$ cat src/design/psram_mode_ctl_consts.vh
// constants for the pseudo-static ram mode register controller
// assumes a 25 MHz controller clock; included by bare name
`ifndef PSRAM_MODE_CTL_CONSTS_VH
`define PSRAM_MODE_CTL_CONSTS_VH

`define CLK_PERIOD_NS 40

// pin timing figures as printed
`define T_DESEL_TO_SLEEP_NS 5
`define T_SLEEP_TO_WRITE_MIN_NS 10
`define T_SLEEP_TO_WRITE_MAX_NS 500
`define T_SPEED_GRADE_NS 85
`define T_WRITE_PULSE_NS 40
`define T_SLEEP_MIN_US 10
`define T_SLEEP_RECOVER_US 200

// least times round up, longest times round down
`define CYC_UP(ns) (((ns) + `CLK_PERIOD_NS - 1) / `CLK_PERIOD_NS)
`define CYC_DN(ns) ((ns) / `CLK_PERIOD_NS)

// software register byte addresses
`define REG_CMD 8'h00
`define REG_MODE 8'h04
`define REG_STATUS 8'h08

// command register bits
`define CMD_PROGRAM 0
`define CMD_SLEEP 1
`define CMD_WAKE 2

// mode setting fields as driven on the address pins
`define MODE_W 22
`define MODE_REGION_HI 2
`define MODE_REGION_LO 0
`define MODE_KIND 3
`define MODE_LOW_POWER 4
`define MODE_TEMP_HI 6
`define MODE_TEMP_LO 5
`define MODE_PAGE 7
`define MODE_RESET 22'h000010

// status register bits
`define ST_BUSY 0
`define ST_IN_SLEEP 1
`define ST_LOW_POWER 2
`define ST_ARRAY_LOST 3
`define ST_REDUCED 4
`define ST_PAGE 5
`define ST_PROGRAMMED 6

`endif

$ cat src/design/psram_mode_ctl.v
// host controller that programs the pseudo-static ram mode register
// and walks it in and out of its low-power standby states
// assumes software on a plain strobe port; pins go straight to the memory
//
// Function
// modes change only via the mode register
// partial refresh keeps 16, 32 or 48Mb
// sleep with partial refresh keeps region only
// sleep pin high restores full refresh
// region persists until register is reprogrammed
// low_power_select 1: partial refresh after 10us
// low_power_select 0: deep sleep after 10us
// deep sleep lasts while sleep pin low
// four temperature settings pick refresh rate
// reduced size active from sleep pin rise
// no access to deselected array portion
// full size needs reprogramming with full setting
// page_enable bit switches page mode
// deselect 5ns, write 10-500ns after sleep
// write cycle speed grade, pulse 40ns
// sleep low 10us, recover 200us; recovery skipped if wake is pending as 10us ends with array_lost still clear
// 64Mb region codes on address bits 2..0
// 32Mb partial refresh kind and region codes
// 32Mb reduced size uses bits 3,4 set
// setting captured at write strobe end
//
// The address map and the strobed register port were left to the implementer.
`timescale 1ns/100ps
`include "psram_mode_ctl_consts.vh"
module psram_mode_ctl #(
   parameter RECOVER_CYC = `CYC_UP(`T_SLEEP_RECOVER_US * 1000),
   parameter TIMER_W = 13
) (
   input wire ref_clk_i,
   input wire srst_i,
   input wire [7:0] addr_i,
   input wire [31:0] wr_data_i,
   input wire wr_i,
   input wire rd_i,
   output reg [31:0] rd_data_o,
   output reg [`MODE_W-1:0] psram_addr_o,
   output reg chip_en_n_o,
   output reg chip_en2_o,
   output reg write_n_o,
   output reg out_en_n_o,
   output reg upper_byte_select_n_o,
   output reg lower_byte_select_n_o,
   output reg sleep_select_n_o
);
   // ==========================================================
   // timing counts
   localparam DESEL_CYC = `CYC_UP(`T_DESEL_TO_SLEEP_NS);
   localparam ZZWE_MIN_CYC = `CYC_UP(`T_SLEEP_TO_WRITE_MIN_NS);
   localparam ZZWE_MAX_CYC = `CYC_DN(`T_SLEEP_TO_WRITE_MAX_NS);
   localparam WR_NS = (`T_SPEED_GRADE_NS > `T_WRITE_PULSE_NS) ?
      `T_SPEED_GRADE_NS : `T_WRITE_PULSE_NS;
   localparam WR_CYC = `CYC_UP(WR_NS);
   localparam SLEEP_MIN_CYC = `CYC_UP(`T_SLEEP_MIN_US * 1000);

   localparam [TIMER_W-1:0] DESEL_LOAD = DESEL_CYC[TIMER_W-1:0];
   localparam [TIMER_W-1:0] ZZWE_LOAD = ZZWE_MIN_CYC[TIMER_W-1:0];
   localparam [TIMER_W-1:0] WR_LOAD = WR_CYC[TIMER_W-1:0];
   localparam [TIMER_W-1:0] SLEEP_LOAD = SLEEP_MIN_CYC[TIMER_W-1:0];
   localparam [TIMER_W-1:0] RECOVER_LOAD = RECOVER_CYC[TIMER_W-1:0];

   // ==========================================================
   // states
   localparam [2:0] S_IDLE = 3'h0;
   localparam [2:0] S_DESEL = 3'h1;
   localparam [2:0] S_SLEEP_LOW = 3'h2;
   localparam [2:0] S_WRITE = 3'h3;
   localparam [2:0] S_WRITE_END = 3'h4;
   localparam [2:0] S_SLEEP = 3'h5;
   localparam [2:0] S_RECOVER = 3'h6;

   reg [2:0] state;
   reg [2:0] next_state;
   reg sleep_goal;
   reg [`MODE_W-1:0] mode_setting;
   reg [`MODE_W-1:0] mode_in_device;
   reg programmed;
   reg wake_pending;
   reg low_power_entered;
   reg array_lost;
   reg reduced_active;
   reg tmr_load;
   reg [TIMER_W-1:0] tmr_count;
   wire tmr_expired;

   wire cmd_wr = wr_i && (addr_i == `REG_CMD);
   wire mode_wr = wr_i && (addr_i == `REG_MODE);
   wire start_program = cmd_wr && wr_data_i[`CMD_PROGRAM] && (state == S_IDLE);
   wire start_sleep = cmd_wr && wr_data_i[`CMD_SLEEP] && (state == S_IDLE);
   wire wake_req = cmd_wr && wr_data_i[`CMD_WAKE] && (state == S_SLEEP);
   // reduced size on the 32Mb die: kind and low-power bits both set
   // read from the pins, which still hold the setting as the shadow is loaded
   wire setting_reduced = psram_addr_o[`MODE_KIND] && psram_addr_o[`MODE_LOW_POWER];

   interval_timer #(
      .W(TIMER_W)
   ) u_timer (
      .ref_clk_i(ref_clk_i),
      .srst_i(srst_i),
      .load_i(tmr_load),
      .count_i(tmr_count),
      .expired_o(tmr_expired)
   );

   // ==========================================================
   // sequencer
   always @* begin
      next_state = state;
      tmr_load = 1'b0;
      tmr_count = {TIMER_W{1'b0}};
      case (state)
         S_IDLE: begin
            if (start_program || start_sleep) begin
               next_state = S_DESEL;
               tmr_load = 1'b1;
               tmr_count = DESEL_LOAD;
            end
         end
         S_DESEL: begin
            if (tmr_expired) begin
               next_state = sleep_goal ? S_SLEEP : S_SLEEP_LOW;
               tmr_load = 1'b1;
               tmr_count = sleep_goal ? SLEEP_LOAD : ZZWE_LOAD;
            end
         end
         S_SLEEP_LOW: begin
            // strobe drops on the second edge after the sleep pin falls, well inside the upper bound
            if (tmr_expired) begin
               next_state = S_WRITE;
               tmr_load = 1'b1;
               tmr_count = WR_LOAD;
            end
         end
         S_WRITE: begin
            if (tmr_expired) begin
               next_state = S_WRITE_END;
            end
         end
         S_WRITE_END: begin
            next_state = S_IDLE;
         end
         S_SLEEP: begin
            // the sleep pin stays low at least the minimum pulse
            if (tmr_expired && (wake_pending || wake_req)) begin
               next_state = array_lost ? S_RECOVER : S_IDLE;
               tmr_load = array_lost;
               tmr_count = RECOVER_LOAD;
            end
         end
         S_RECOVER: begin
            if (tmr_expired) begin
               next_state = S_IDLE;
            end
         end
         default: begin
            next_state = S_IDLE;
         end
      endcase
   end

   // ==========================================================
   // state, mode shadow and pins
   always @(posedge ref_clk_i) begin
      if (srst_i) begin
         state <= S_IDLE;
         sleep_goal <= 1'b0;
         mode_setting <= `MODE_RESET;
         mode_in_device <= `MODE_RESET;
         programmed <= 1'b0;
         wake_pending <= 1'b0;
         low_power_entered <= 1'b0;
         array_lost <= 1'b0;
         reduced_active <= 1'b0;
         psram_addr_o <= {`MODE_W{1'b0}};
         chip_en_n_o <= 1'b1;
         chip_en2_o <= 1'b0;
         write_n_o <= 1'b1;
         out_en_n_o <= 1'b1;
         upper_byte_select_n_o <= 1'b1;
         lower_byte_select_n_o <= 1'b1;
         sleep_select_n_o <= 1'b1;
         rd_data_o <= 32'h0;
      end else begin
         state <= next_state;
         if (mode_wr) begin
            // region, kind, low-power, temperature and page fields
            mode_setting <= wr_data_i[`MODE_W-1:0];
         end
         if (start_program || start_sleep) begin
            sleep_goal <= start_sleep;
         end
         chip_en_n_o <= 1'b1;
         chip_en2_o <= 1'b0;
         write_n_o <= 1'b1;
         // byte selects and output enable stay idle: ignored by the capture
         case (next_state)
            S_SLEEP_LOW: begin
               sleep_select_n_o <= 1'b0;
            end
            S_WRITE: begin
               sleep_select_n_o <= 1'b0;
               chip_en_n_o <= 1'b0;
               chip_en2_o <= 1'b1;
               write_n_o <= 1'b0;
               psram_addr_o <= mode_setting;
            end
            S_WRITE_END: begin
               // sleep stays low one cycle past the strobe rise so the capture lands
               sleep_select_n_o <= 1'b0;
            end
            S_SLEEP: begin
               sleep_select_n_o <= 1'b0;
            end
            default: begin
               sleep_select_n_o <= 1'b1;
            end
         endcase
         // address holds past the strobe rise so the device latches it
         if (state == S_WRITE_END) begin
            mode_in_device <= psram_addr_o;
            programmed <= 1'b1;
            array_lost <= 1'b0;
         end
         if (state == S_SLEEP && tmr_expired && !low_power_entered) begin
            low_power_entered <= 1'b1;
            // partial refresh keeps data, deep sleep loses it
            array_lost <= !mode_in_device[`MODE_LOW_POWER];
         end
         if (next_state != S_SLEEP) begin
            low_power_entered <= 1'b0;
         end
         if (wake_req) begin
            wake_pending <= 1'b1;
         end else if (next_state != S_SLEEP) begin
            wake_pending <= 1'b0;
         end
         // reduced size only counts once the sleep pin has risen again
         if (state == S_WRITE_END) begin
            reduced_active <= setting_reduced;
         end else if (state == S_WRITE) begin
            reduced_active <= 1'b0;
         end
         rd_data_o <= 32'h0;
         if (rd_i) begin
            case (addr_i)
               `REG_MODE: begin
                  rd_data_o <= {{(32-`MODE_W){1'b0}}, mode_setting};
               end
               `REG_STATUS: begin
                  rd_data_o[`ST_BUSY] <= (state != S_IDLE);
                  rd_data_o[`ST_IN_SLEEP] <= (state == S_SLEEP);
                  rd_data_o[`ST_LOW_POWER] <= low_power_entered;
                  rd_data_o[`ST_ARRAY_LOST] <= array_lost;
                  // software reads this to keep away from the dropped part
                  rd_data_o[`ST_REDUCED] <= reduced_active;
                  rd_data_o[`ST_PAGE] <= mode_in_device[`MODE_PAGE];
                  rd_data_o[`ST_PROGRAMMED] <= programmed;
               end
               default: begin
                  rd_data_o <= 32'h0;
               end
            endcase
         end
      end
   end
endmodule

$ cat src/design/interval_timer.v
// down-counting interval timer for the mode controller
// assumes one clock and a synchronous active-high reset
`timescale 1ns/100ps
module interval_timer #(
   parameter W = 13
) (
   input wire ref_clk_i,
   input wire srst_i,
   input wire load_i,
   input wire [W-1:0] count_i,
   output wire expired_o
);
   reg [W-1:0] remaining;

   always @(posedge ref_clk_i) begin
      if (srst_i) begin
         remaining <= {W{1'b0}};
      end else if (load_i) begin
         remaining <= count_i;
      end else if (remaining != {W{1'b0}}) begin
         remaining <= remaining - {{(W-1){1'b0}}, 1'b1};
      end
   end

   assign expired_o = (remaining == {W{1'b0}});
endmodule

$ cat config.mk
export PLATFORM = sky130hd
export DESIGN_NAME = psram_mode_ctl
export DESIGN_NICKNAME = d
export VERILOG_FILES = /design/src/design/psram_mode_ctl.v /design/src/design/interval_timer.v
export VERILOG_INCLUDE_DIRS = /design/src /design/src/design
export SDC_FILE = /design/constraint.sdc
export NUM_CORES = 1
export LEC_CHECK = 0
export BUFFER_PORTS_ARGS = -buffer_cell sky130_fd_sc_hd__buf_4
export CAP_MARGIN = 40
export CORE_MARGIN = 4
export CORE_UTILIZATION = 56
export CTS_CLUSTER_DIAMETER = 60
export DETAILED_ROUTE_END_ITERATION = 10
export HOLD_SLACK_MARGIN = 0.15
export PLACE_DENSITY = 0.92
export SYNTH_ARGS = -nofsm -noshare
export SYNTH_HDL_FRONTEND = slang
export SYNTH_SLANG_ARGS = --single-unit
$ cat constraint.sdc
create_clock -name ref_clk_i -period 5.48 [get_ports ref_clk_i]
set_input_delay 0.822 -clock ref_clk_i [delete_from_list [all_inputs] [get_ports ref_clk_i]]
set_output_delay 0.822 -clock ref_clk_i [all_outputs]
set_load 0.01 [all_outputs]
# --- Word-level counts from Yosys, hierarchy flattened ---
# Cells that the tools add are included.
totals:
  ff_bits: 109
  inputBits: 44
  output_inout_bits: 61
op_classes:
  addsub: 1
  eq_ne: 13
  n_mux: 31
  bitwise_logic: 2
  n_reduce_logical: 30
ops:
  columns: ["operator", "n"]
  rows:
  - ["$pmux W13 S4", 1]
  - ["$mux W13", 3]
  - ["$mux W3", 8]
  - ["$pmux W3 S6", 1]
  - ["$mux W8", 2]
  - ["$eq A3 B3 Y1 const B", 5]
  - ["$pmux W7 S2", 1]
  - ["$logic_not A13 Y1", 1]
  - ["$mux W1", 13]
  - ["$reduce_bool A13 Y1", 1]
  - ["$sub A13 B1 Y13 const B", 1]
  - ["$eq A3 B2 Y1 const B", 4]
  - ["$logic_and A1 B1 Y1", 12]
  - ["$eq A8 B3 Y1 const B", 1]
  - ["$eq A8 B4 Y1 const B", 1]
  - ["$logic_not A8 Y1", 1]
  - ["$reduce_bool A2 Y1", 4]
  - ["$reduce_or A2 Y1", 3]
  - ["$reduce_or A4 Y1", 1]
  - ["$eq A3 B1 Y1 const B", 1]
  - ["$logic_not A3 Y1", 1]
  - ["$ne A3 B3 Y1 const B", 1]
  - ["$pmux W1 S3", 1]
  - ["$reduce_bool A3 Y1", 1]
  - ["other kinds (5)", 8]

# --- Logic depth before layout (Yosys ltp) ---
# Gate-level depths: netlist (run 1).
logic_depth:
  depth_word: 11
  mapped_depth: 11
  mapped_depth_nobuf: 8

# --- By module ---
# From an unflattened synthesis (run 1), not the netlist that was laid out.
hier_totals:
  cells_unflattened: 448
  hier_area_um2: 4005.1
modules_own_cells:
  columns: ["mod", "n_inst", "cells_each", "area_each_um2"]
  rows:
  - ["psram_mode_ctl", 1, 358, 3241.9]
  - ["interval_timer", 1, 90, 763.2]

# --- Worst setup path after synthesis (run 1) ---
# No wires, ideal clock.
synth_path:
  kind: "input to register"
  from: "in addr_i[1]"
  to: "reg u_timer.remaining[1]"
  arrival_ps: 2374
  required_time_ps: 5352
  path_slack_ps: 2977
  cell_stages: 7
  path_cell_list: "nor4_1 and4_1 clkbuf_1 a31oi_1 o21ai_1 mux2i_1 o41ai_1"
synth_via:
  elab_chain_cells: 9
synth_rtl:
  columns: ["element", "line", "text"]
  rows:
  - ["from (decl)", "psram_mode_ctl.v:36", "input wire [7:0] addr_i,"]
  - ["$logic_not A8 Y1 (no source line) (*)", null, null]
  - ["$logic_and A1 B1 Y1 (*)", "psram_mode_ctl.v:90", "wire cmd_wr = wr_i && (addr_i == `REG_CMD);"]
  - ["$logic_and A1 B1 Y1 (2 in a row)", "psram_mode_ctl.v:94", "wire wake_req = cmd_wr && wr_data_i[`CMD_WAKE] && (state == S_SLEEP);"]
  - ["$logic_or A1 B1 Y1", "psram_mode_ctl.v:148", "if (tmr_expired && (wake_pending || wake_req)) begin"]
  - ["$logic_and A1 B1 Y1", "psram_mode_ctl.v:148", null]
  - ["$mux W1", "psram_mode_ctl.v:148", null]
  - ["$pmux W1 S3 (*)", "psram_mode_ctl.v:115", "case (state)"]
  - ["$mux W13 / $reduce_bool A2 Y1 (equally long branches)", null, null]
  - ["to (signal assigned)", "interval_timer.v:17", "remaining <= {W{1'b0}};"]
  - ["to (signal assigned)", "interval_timer.v:19", "remaining <= count_i;"]
  - ["to (signal assigned)", "interval_timer.v:21", "remaining <= remaining - {{(W-1){1'b0}}, 1'b1};"]
  - ["to (decl)", "interval_timer.v:13", "reg [W-1:0] remaining;"]
# Mark *: on every way between the ends. The rest lies on a longest branch, timed or not.
# A chain may end at the register's enable or synchronous reset.

# --- Final worst setup path (run 1) ---
layout_path:
  from: "reg u_timer.remaining[0]"
  to: "reg psram_addr_o[21]"
layout_via:
  elab_chain_cells: 5
layout_rtl:
  columns: ["element", "line", "text"]
  rows:
  - ["$logic_not A13 Y1 (*)", "interval_timer.v:25", "assign expired_o = (remaining == {W{1'b0}});"]
  - ["$logic_and A1 B1 Y1", "psram_mode_ctl.v:148", null]
  - ["$mux W3", "psram_mode_ctl.v:148", null]
  - ["$pmux W3 S6 (*)", "psram_mode_ctl.v:115", null]
  - ["$eq A3 B2 Y1 (*)", "psram_mode_ctl.v:200", "case (next_state)"]
  - ["to (signal assigned)", "psram_mode_ctl.v:178", "psram_addr_o <= {`MODE_W{1'b0}};"]
  - ["to (signal assigned)", "psram_mode_ctl.v:209", "psram_addr_o <= mode_setting;"]
  - ["to (decl)", "psram_mode_ctl.v:41", "output reg [`MODE_W-1:0] psram_addr_o,"]
# Marked as above.

==> results.json, run 1 <==
{
  "outcome": "complete, no violations",
  "stdcell_area_sq_mm": 0.00478,
  "floorplan.die_area_sq_mm": 0.00858,
  "timing_worst_slew_pin_value_ns": 0.773,
  "syn_avg_cell_area_sq_um": 8.95,
  "final-max-slew-violation-count": 0,
  "final_core_utilization": 0.696,
  "pwr-share-clk": 0.316,
  "worst_setup_hold_path_clk_slew_ns": 0.10,
  "antenna-diode-count": 0,
  "relSlewSlack": 0.483,
  "synth_cell_type_count": 62,
  "postSynth.topFlopCell": "dfxtp_1",
  "p_per_area_mw_per_mm2": 322,
  "power.share.sequential": 0.478,
  "finalHoldViolations": 0,
  "drt_iter0_drc": 219,
  "rsz_0062_raised_after_global_routing": "false",
  "min_period_ns": 2.96,
  "fmax_mhz": 338,
  "setup_tns_ns": 0,
  "grt_antenna_before_repair": 0,
  "min-delay-path-class": "register to register",
  "routedWlPerCell_microns": 14.7,
  "tritoncts": "built",
  "routed-via-count": 3278,
  "grt.total_usage": 0.216,
  "startpoint_type": "register",
  "layout.filler_cells": 542,
  "netSwitchingFraction": 0.309,
  "grt_overflow": 0,
  "cts_num_sinks": 93,
  "async_flop_share": 0,
  "finish.cell_count_without_fillers": 618,
  "detail_route.first_pass.iterations": 4,
  "finalClockSkew_ns": 0.00802,
  "dieHeight_microns": 92.6,
  "number_of_setup_violations_in_the_final_report": 0,
  "post_cts_resized": 0,
  "post_route_cells_drive_above_1_share": 0.226,
  "p_comb_frac": 0.206,
  "timing.critical_path.max_delay_family": "simple AND/OR/NAND/NOR gates",
  "power.internal_mw": 1.06,
  "cts_root_buf": "clkbuf_8",
  "max_cap_violations": 0,
  "postLayoutSetupSlackWorst_ns": 2.52,
  "initial_utilization": 0.584,
  "crit_path_max_fanout": 22,
  "place.detailed.instances": 601,
  "half_perimeter_wire_length_after_placement_microns": 6310,
  "cp_data_required_time_ns": 5.77,
  "syn-instance-count": 448,
  "detail_route.wirelength_microns": 9060,
  "port_buffers": 81,
  "critical_path.endpoint_type": "register",
  "finalNetCount": 562,
  "power.ir.vdd_worst_v": 0.000248,
  "std_cell_rows": 30,
  "die_width_microns": 92.6,
  "crit_slowest_cell": "nor3_4",
  "place_ws_ns": 2.58,
  "worst-path-buf-inv": 1,
  "power_leakage_nw": 1.85,
  "detail-route-antenna-nets": 0,
  "critical_path.cell_chain": "inv_1 > ha_1 > or4b_1 > nor3_4 > a31oi_1 > nand4_2 > and2_4 > mux2i_1",
  "critical_path_arrival_ns": 3.25,
  "netlist_area_sq_mm": 0.00401,
  "total_power_mw": 1.54,
  "min_period_over_period": 0.540,
  "clockBufferDepth": 2,
  "gp_congestion": 0.923,
  "design.core.area_sq_mm": 0.00687,
  "area_growth_synth_to_finish_pct": 19.3,
  "synth_enable_flop_cells": 0,
  "clock_buffers_created_by_tritoncts": 9,
  "cts_setup_buffers": 0,
  "register_area_share_after_synthesis": 0.464,
  "critical_path.max_stage_delay_ns": 0.62,
  "grt_max_degree": 70,
  "grt_pass1_vias": 3201,
  "synth-seq-cells": 93,
  "holdWs_ns": 0.465,
  "drt-vias-per-instance": 5.30,
  "switching_power_mw": 0.475,
  "clk-insertion-delay-late_ns": 0.36,
  "cts_hold_buf": 0,
  "route.detailed.drc": 0,
  "pin_count": 105,
  "cts_max_level": 3,
  "post_dp_cell_area_sq_mm": 0.00456,
  "synth.yosys.warnings": 0,
  "wire_length_of_the_first_global_routing_pass_microns": 14800,
  "criticalPathCategory": "register to register"
}
layout make-up:
type	count	area (sq um)	area share
clock inverter	7	92.6	0.0194
tap	96	120	0.0251
sequential	93	1860	0.389
multi-input combinational	323	1930	0.403
timing repair buffer	85	636	0.133
inverter	5	18.8	0.00393
clock buffer	9	124	0.0259
synth_stat cells, types with 2 or more instances:
cell	count	area, sq um
o21ba_2	2	20.0
nor4_1	7	43.8
nand3_1	5	25.0
buf_4	14	105
a21boi_0	2	15.0
a22o_1	7	61.3
inv_1	5	18.8
or3_1	3	18.8
o21ai_0	3	15.0
dfxtp_1	93	1860
mux2i_1	23	230
xor2_1	4	35.0
nand4b_1	2	17.5
nor3_1	11	55.1
a211o_1	2	17.5
buf_12	2	40.0
nand2b_1	24	150
nor2_1	20	75.1
xnor2_1	5	43.8
nand2_1	85	319
a22oi_1	3	22.5
nor3b_1	7	52.6
clkbuf_1	16	60.1
and3_1	2	12.5
nand3b_1	2	15.0
or2_2	2	12.5
a21oi_1	37	185
conb_1	2	7.51
and2_1	19	119
buf_2	3	15.0
a31oi_1	4	25.0
or4_4	2	22.5
path summary, 6_finish.rpt:
check	endpoint	startpoint	cells after the start	slack (ns)
setup / recovery	psram_addr_o[21]	u_timer.remaining[0]	8	2.52
hold / removal	mode_setting[20]	mode_setting[20]	2	0.47
setup reg to reg	psram_addr_o[21]	u_timer.remaining[0]	8	2.52
hold reg to reg	mode_setting[20]	mode_setting[20]	2	0.47
flip-flops by register name, indices dropped and copies added, names as in the netlist:
register           count
sleep_select_n_o       1
wake_pending           1
mode_in_device         2
mode_setting          22
write_n_o              1
array_lost             1
psram_addr_o          22
u_timer.remaining     13
rd_data_o             22
low_power_entered      1
chip_en2_o             1
programmed             1
state                  3
sleep_goal             1
reduced_active         1
layout by cell type (no fill, tap or decap), types with 3 or more instances in the layout:
master,netlist,layout
nand2_1,85,85
o21ai_0,3,3
inv_1,5,5
mux2i_1,23,23
and2_1,19,19
xor2_1,4,4
buf_4,14,84
nor2_1,20,20
conb_1,2,13
a31oi_1,4,4
nor3b_1,7,6
a22oi_1,3,3
nor3_1,11,11
xnor2_1,5,5
clkbuf_8,0,9
dfxtp_1,93,93
nand2b_1,24,24
a22o_1,7,7
or3_1,3,3
a21oi_1,37,36
nor4_1,7,7
nand3_1,5,5
power by group through the flow:
stage	clock, mW	sequential [mW]	combinational (mW)
final	0.487	0.735	0.318
after CTS	0.493	0.734	0.316
after global routing	0.525	0.739	0.357
after detailed placement	0	0.750	0.312
after global placement	0	0.747	0.303
after floorplan	0	0.742	0.265
worst register-to-register path, cell delays in order (launching register included):
cell and delay [ns]:
dfxtp_1 0.34, inv_1 0.10, ha_1 0.25, or4b_1 0.52
nor3_4 0.62, a31oi_1 0.21, nand4_2 0.16, and2_4 0.42
mux2i_1 0.27
cells by family after synthesis:
family | synth area share
adders and majority gates | 0.00312
buffers and inverters | 0.0671
muxes | 0.0602
xor gates and xnor gates | 0.0197
and+or+nand+nor | 0.265
AOI/OAI and AO/OA | 0.119
DFF | 0.464
other | 0.00187
routing by layer:
| layer | vias to the layer above | GRT usage | routed length [microns] |
|---|---|---|---|
| met5 | - | 0 | 0 |
| met4 | 0 | 0.0842 | 208 |
| met3 | 19 | 0.0585 | 442 |
| met2 | 84 | 0.362 | 4600 |
| met1 | 1530 | 0.263 | 3810 |
| li1 | 1645 | - | - |
(Power assumes the default switching activity.)
==> run 2: changes to the inputs <==
CORE_UTILIZATION = 47   (was 56)
PLACE_DENSITY = 0.83   (was 0.92)
clock period = 2.5 ns   (was 5.48 ns; I/O delays follow)
==> results.json, run 2 (same netlist as run 1, synthesis figures left out) <==
{
  "area_growth_synth_to_finish_pct": 23.1,
  "clockBufferDepth": 2,
  "timing_worst_slew_pin_value_ns": 0.650,
  "crit_path_max_fanout": 17,
  "min_period_over_period": 0.947,
  "area.sequential_sq_mm": 0.00186,
  "relSlewSlack": 0.567,
  "clk-insertion-delay-late_ns": 0.36,
  "drt-vias-per-instance": 5.17,
  "drt_iter0_drc": 194,
  "max_cap_violations": 0,
  "layout.filler_cells": 694,
  "detail_route.wirelength_microns": 8940,
  "finalClockSkew_ns": 0.0117,
  "gp_congestion": 0.908,
  "pin_count": 105,
  "number_of_setup_violations_in_the_final_report": 0,
  "switching_power_mw": 1.03,
  "final-max-slew-violation-count": 0,
  "cts_setup_buffers": 0,
  "post_cts_resized": 0,
  "min-delay-path-class": "input pin to register",
  "post_route_cells_drive_above_1_share": 0.248,
  "power.ir.vdd_worst_v": 0.000365,
  "power.share.sequential": 0.457,
  "p_per_area_mw_per_mm2": 715,
  "total_power_mw": 3.53,
  "startpoint_type": "register",
  "critical_path_arrival_ns": 2.65,
  "floorplan.die_area_sq_mm": 0.0101,
  "fmax_mhz": 422,
  "routedWlPerCell_microns": 14.0,
  "detail_route.first_pass.iterations": 5,
  "finalNetCount": 572,
  "netSwitchingFraction": 0.291,
  "pwr-share-clk": 0.319,
  "power_leakage_nw": 1.92,
  "largest_registers": "mode_setting: 22 flops, psram_addr_o: 22 flops, rd_data_o: 22 flops",
  "std_cell_rows": 33,
  "grt_max_degree": 70,
  "half_perimeter_wire_length_after_placement_microns": 6410,
  "initial_utilization": 0.485,
  "die_width_microns": 100,
  "p_comb_frac": 0.224,
  "power.internal_mw": 2.50,
  "setup_tns_ns": 0,
  "route.detailed.drc": 0,
  "cp_data_required_time_ns": 2.79,
  "cts_hold_buf": 0,
  "cts_num_sinks": 93,
  "cts_max_level": 3,
  "multi_input_comb_area_sq_mm": 0.00196,
  "finalHoldViolations": 0,
  "detail-route-antenna-nets": 0,
  "clock_buffers_created_by_tritoncts": 9,
  "design.core.area_sq_mm": 0.00826,
  "rsz_0062_raised_after_global_routing": "false",
  "min_period_ns": 2.37,
  "routed-via-count": 3291,
  "grt_pass1_vias": 3103,
  "critical_path.endpoint_type": "register",
  "criticalPathCategory": "register to register",
  "cts_root_buf": "clkbuf_8",
  "grt_antenna_before_repair": 0,
  "grt.total_usage": 0.178,
  "antenna-diode-count": 0,
  "outcome": "complete, no violations",
  "grt_overflow": 0,
  "dieHeight_microns": 100,
  "worst_setup_hold_path_clk_slew_ns": 0.09,
  "most-common-layout-cells": "dfxtp_1 (93), buf_4 (93), nand2_1 (85), a21oi_1 (36), nand2b_1 (24)",
  "port_buffers": 81,
  "wire_length_of_the_first_global_routing_pass_microns": 14600,
  "tritoncts": "built"
}
-- run 2: worst paths after layout --
check                     endpoint  slack [ns]  cells past startpoint            startpoint
setup reg to reg   psram_addr_o[7]        0.13                     10  u_timer.remaining[1]
hold reg to reg   mode_setting[21]        0.46                      2      mode_setting[21]
setup / recovery   psram_addr_o[7]        0.13                     10  u_timer.remaining[1]
hold / removal     mode_setting[4]        0.24                      3          wr_data_i[4]
-- run 2: metal layers --
layer / up-vias / global-route usage / share of wire
met1: 1537 / 0.221 / 0.43
met3: 12 / 0.0271 / 0.050
met5: - / 0 / 0
li1: 1662 / - / -
met4: 0 / 0.0642 / 0.016
met2: 80 / 0.311 / 0.50
-- run 2: power by group through the flow --
stage                     Combinational, mW  Sequential [mW]  Clock (mW)
after CTS                             0.754             1.61        1.15
after floorplan                       0.580             1.63           0
after global placement                0.725             1.64           0
after detailed placement              0.748             1.64           0
final                                 0.792             1.61        1.13
after global routing                  0.885             1.62        1.21
-- run 2: metrics by stage --
| stage | cells | utilization | area, sq um | setup WS [ns] | hold WS [ns] |
|---|---|---|---|---|---|
| 2_1_floorplan | 459 | - | 4050 | 0.286 | 0.430 |
| 3_3_place_gp | 621 | 0.567 | 4680 | 0.152 | 0.447 |
| 3_5_place_dp | 621 | 0.567 | 4680 | 0.0796 | 0.453 |
| 4_1_cts | 637 | 0.594 | 4900 | 0.0623 | 0.232 |
| 5_1_grt | 637 | 0.598 | 4930 | 0.00310 | 0.242 |
| 6_report | 637 | 0.598 | 4930 | 0.133 | 0.245 |
-- run 2: area by class of cell --
type                    instances  area share
multi-input cells             323       0.397
flip-flops and latches         93       0.377
repair buffers                 95       0.150
well taps                     105      0.0266
clock buffers                   9      0.0251
clock inverters                 7      0.0208
inverters                       5     0.00380
-- run 2: critical path, stage by stage, from the launching register on --
cell	delay, ns
dfxtp_1	0.32
inv_1	0.12
ha_4	0.17
or4b_4	0.48
nor3_4	0.23
buf_12	0.18
a31oi_1	0.11
nand4_2	0.14
and2_4	0.18
buf_12	0.17
mux2i_1	0.20
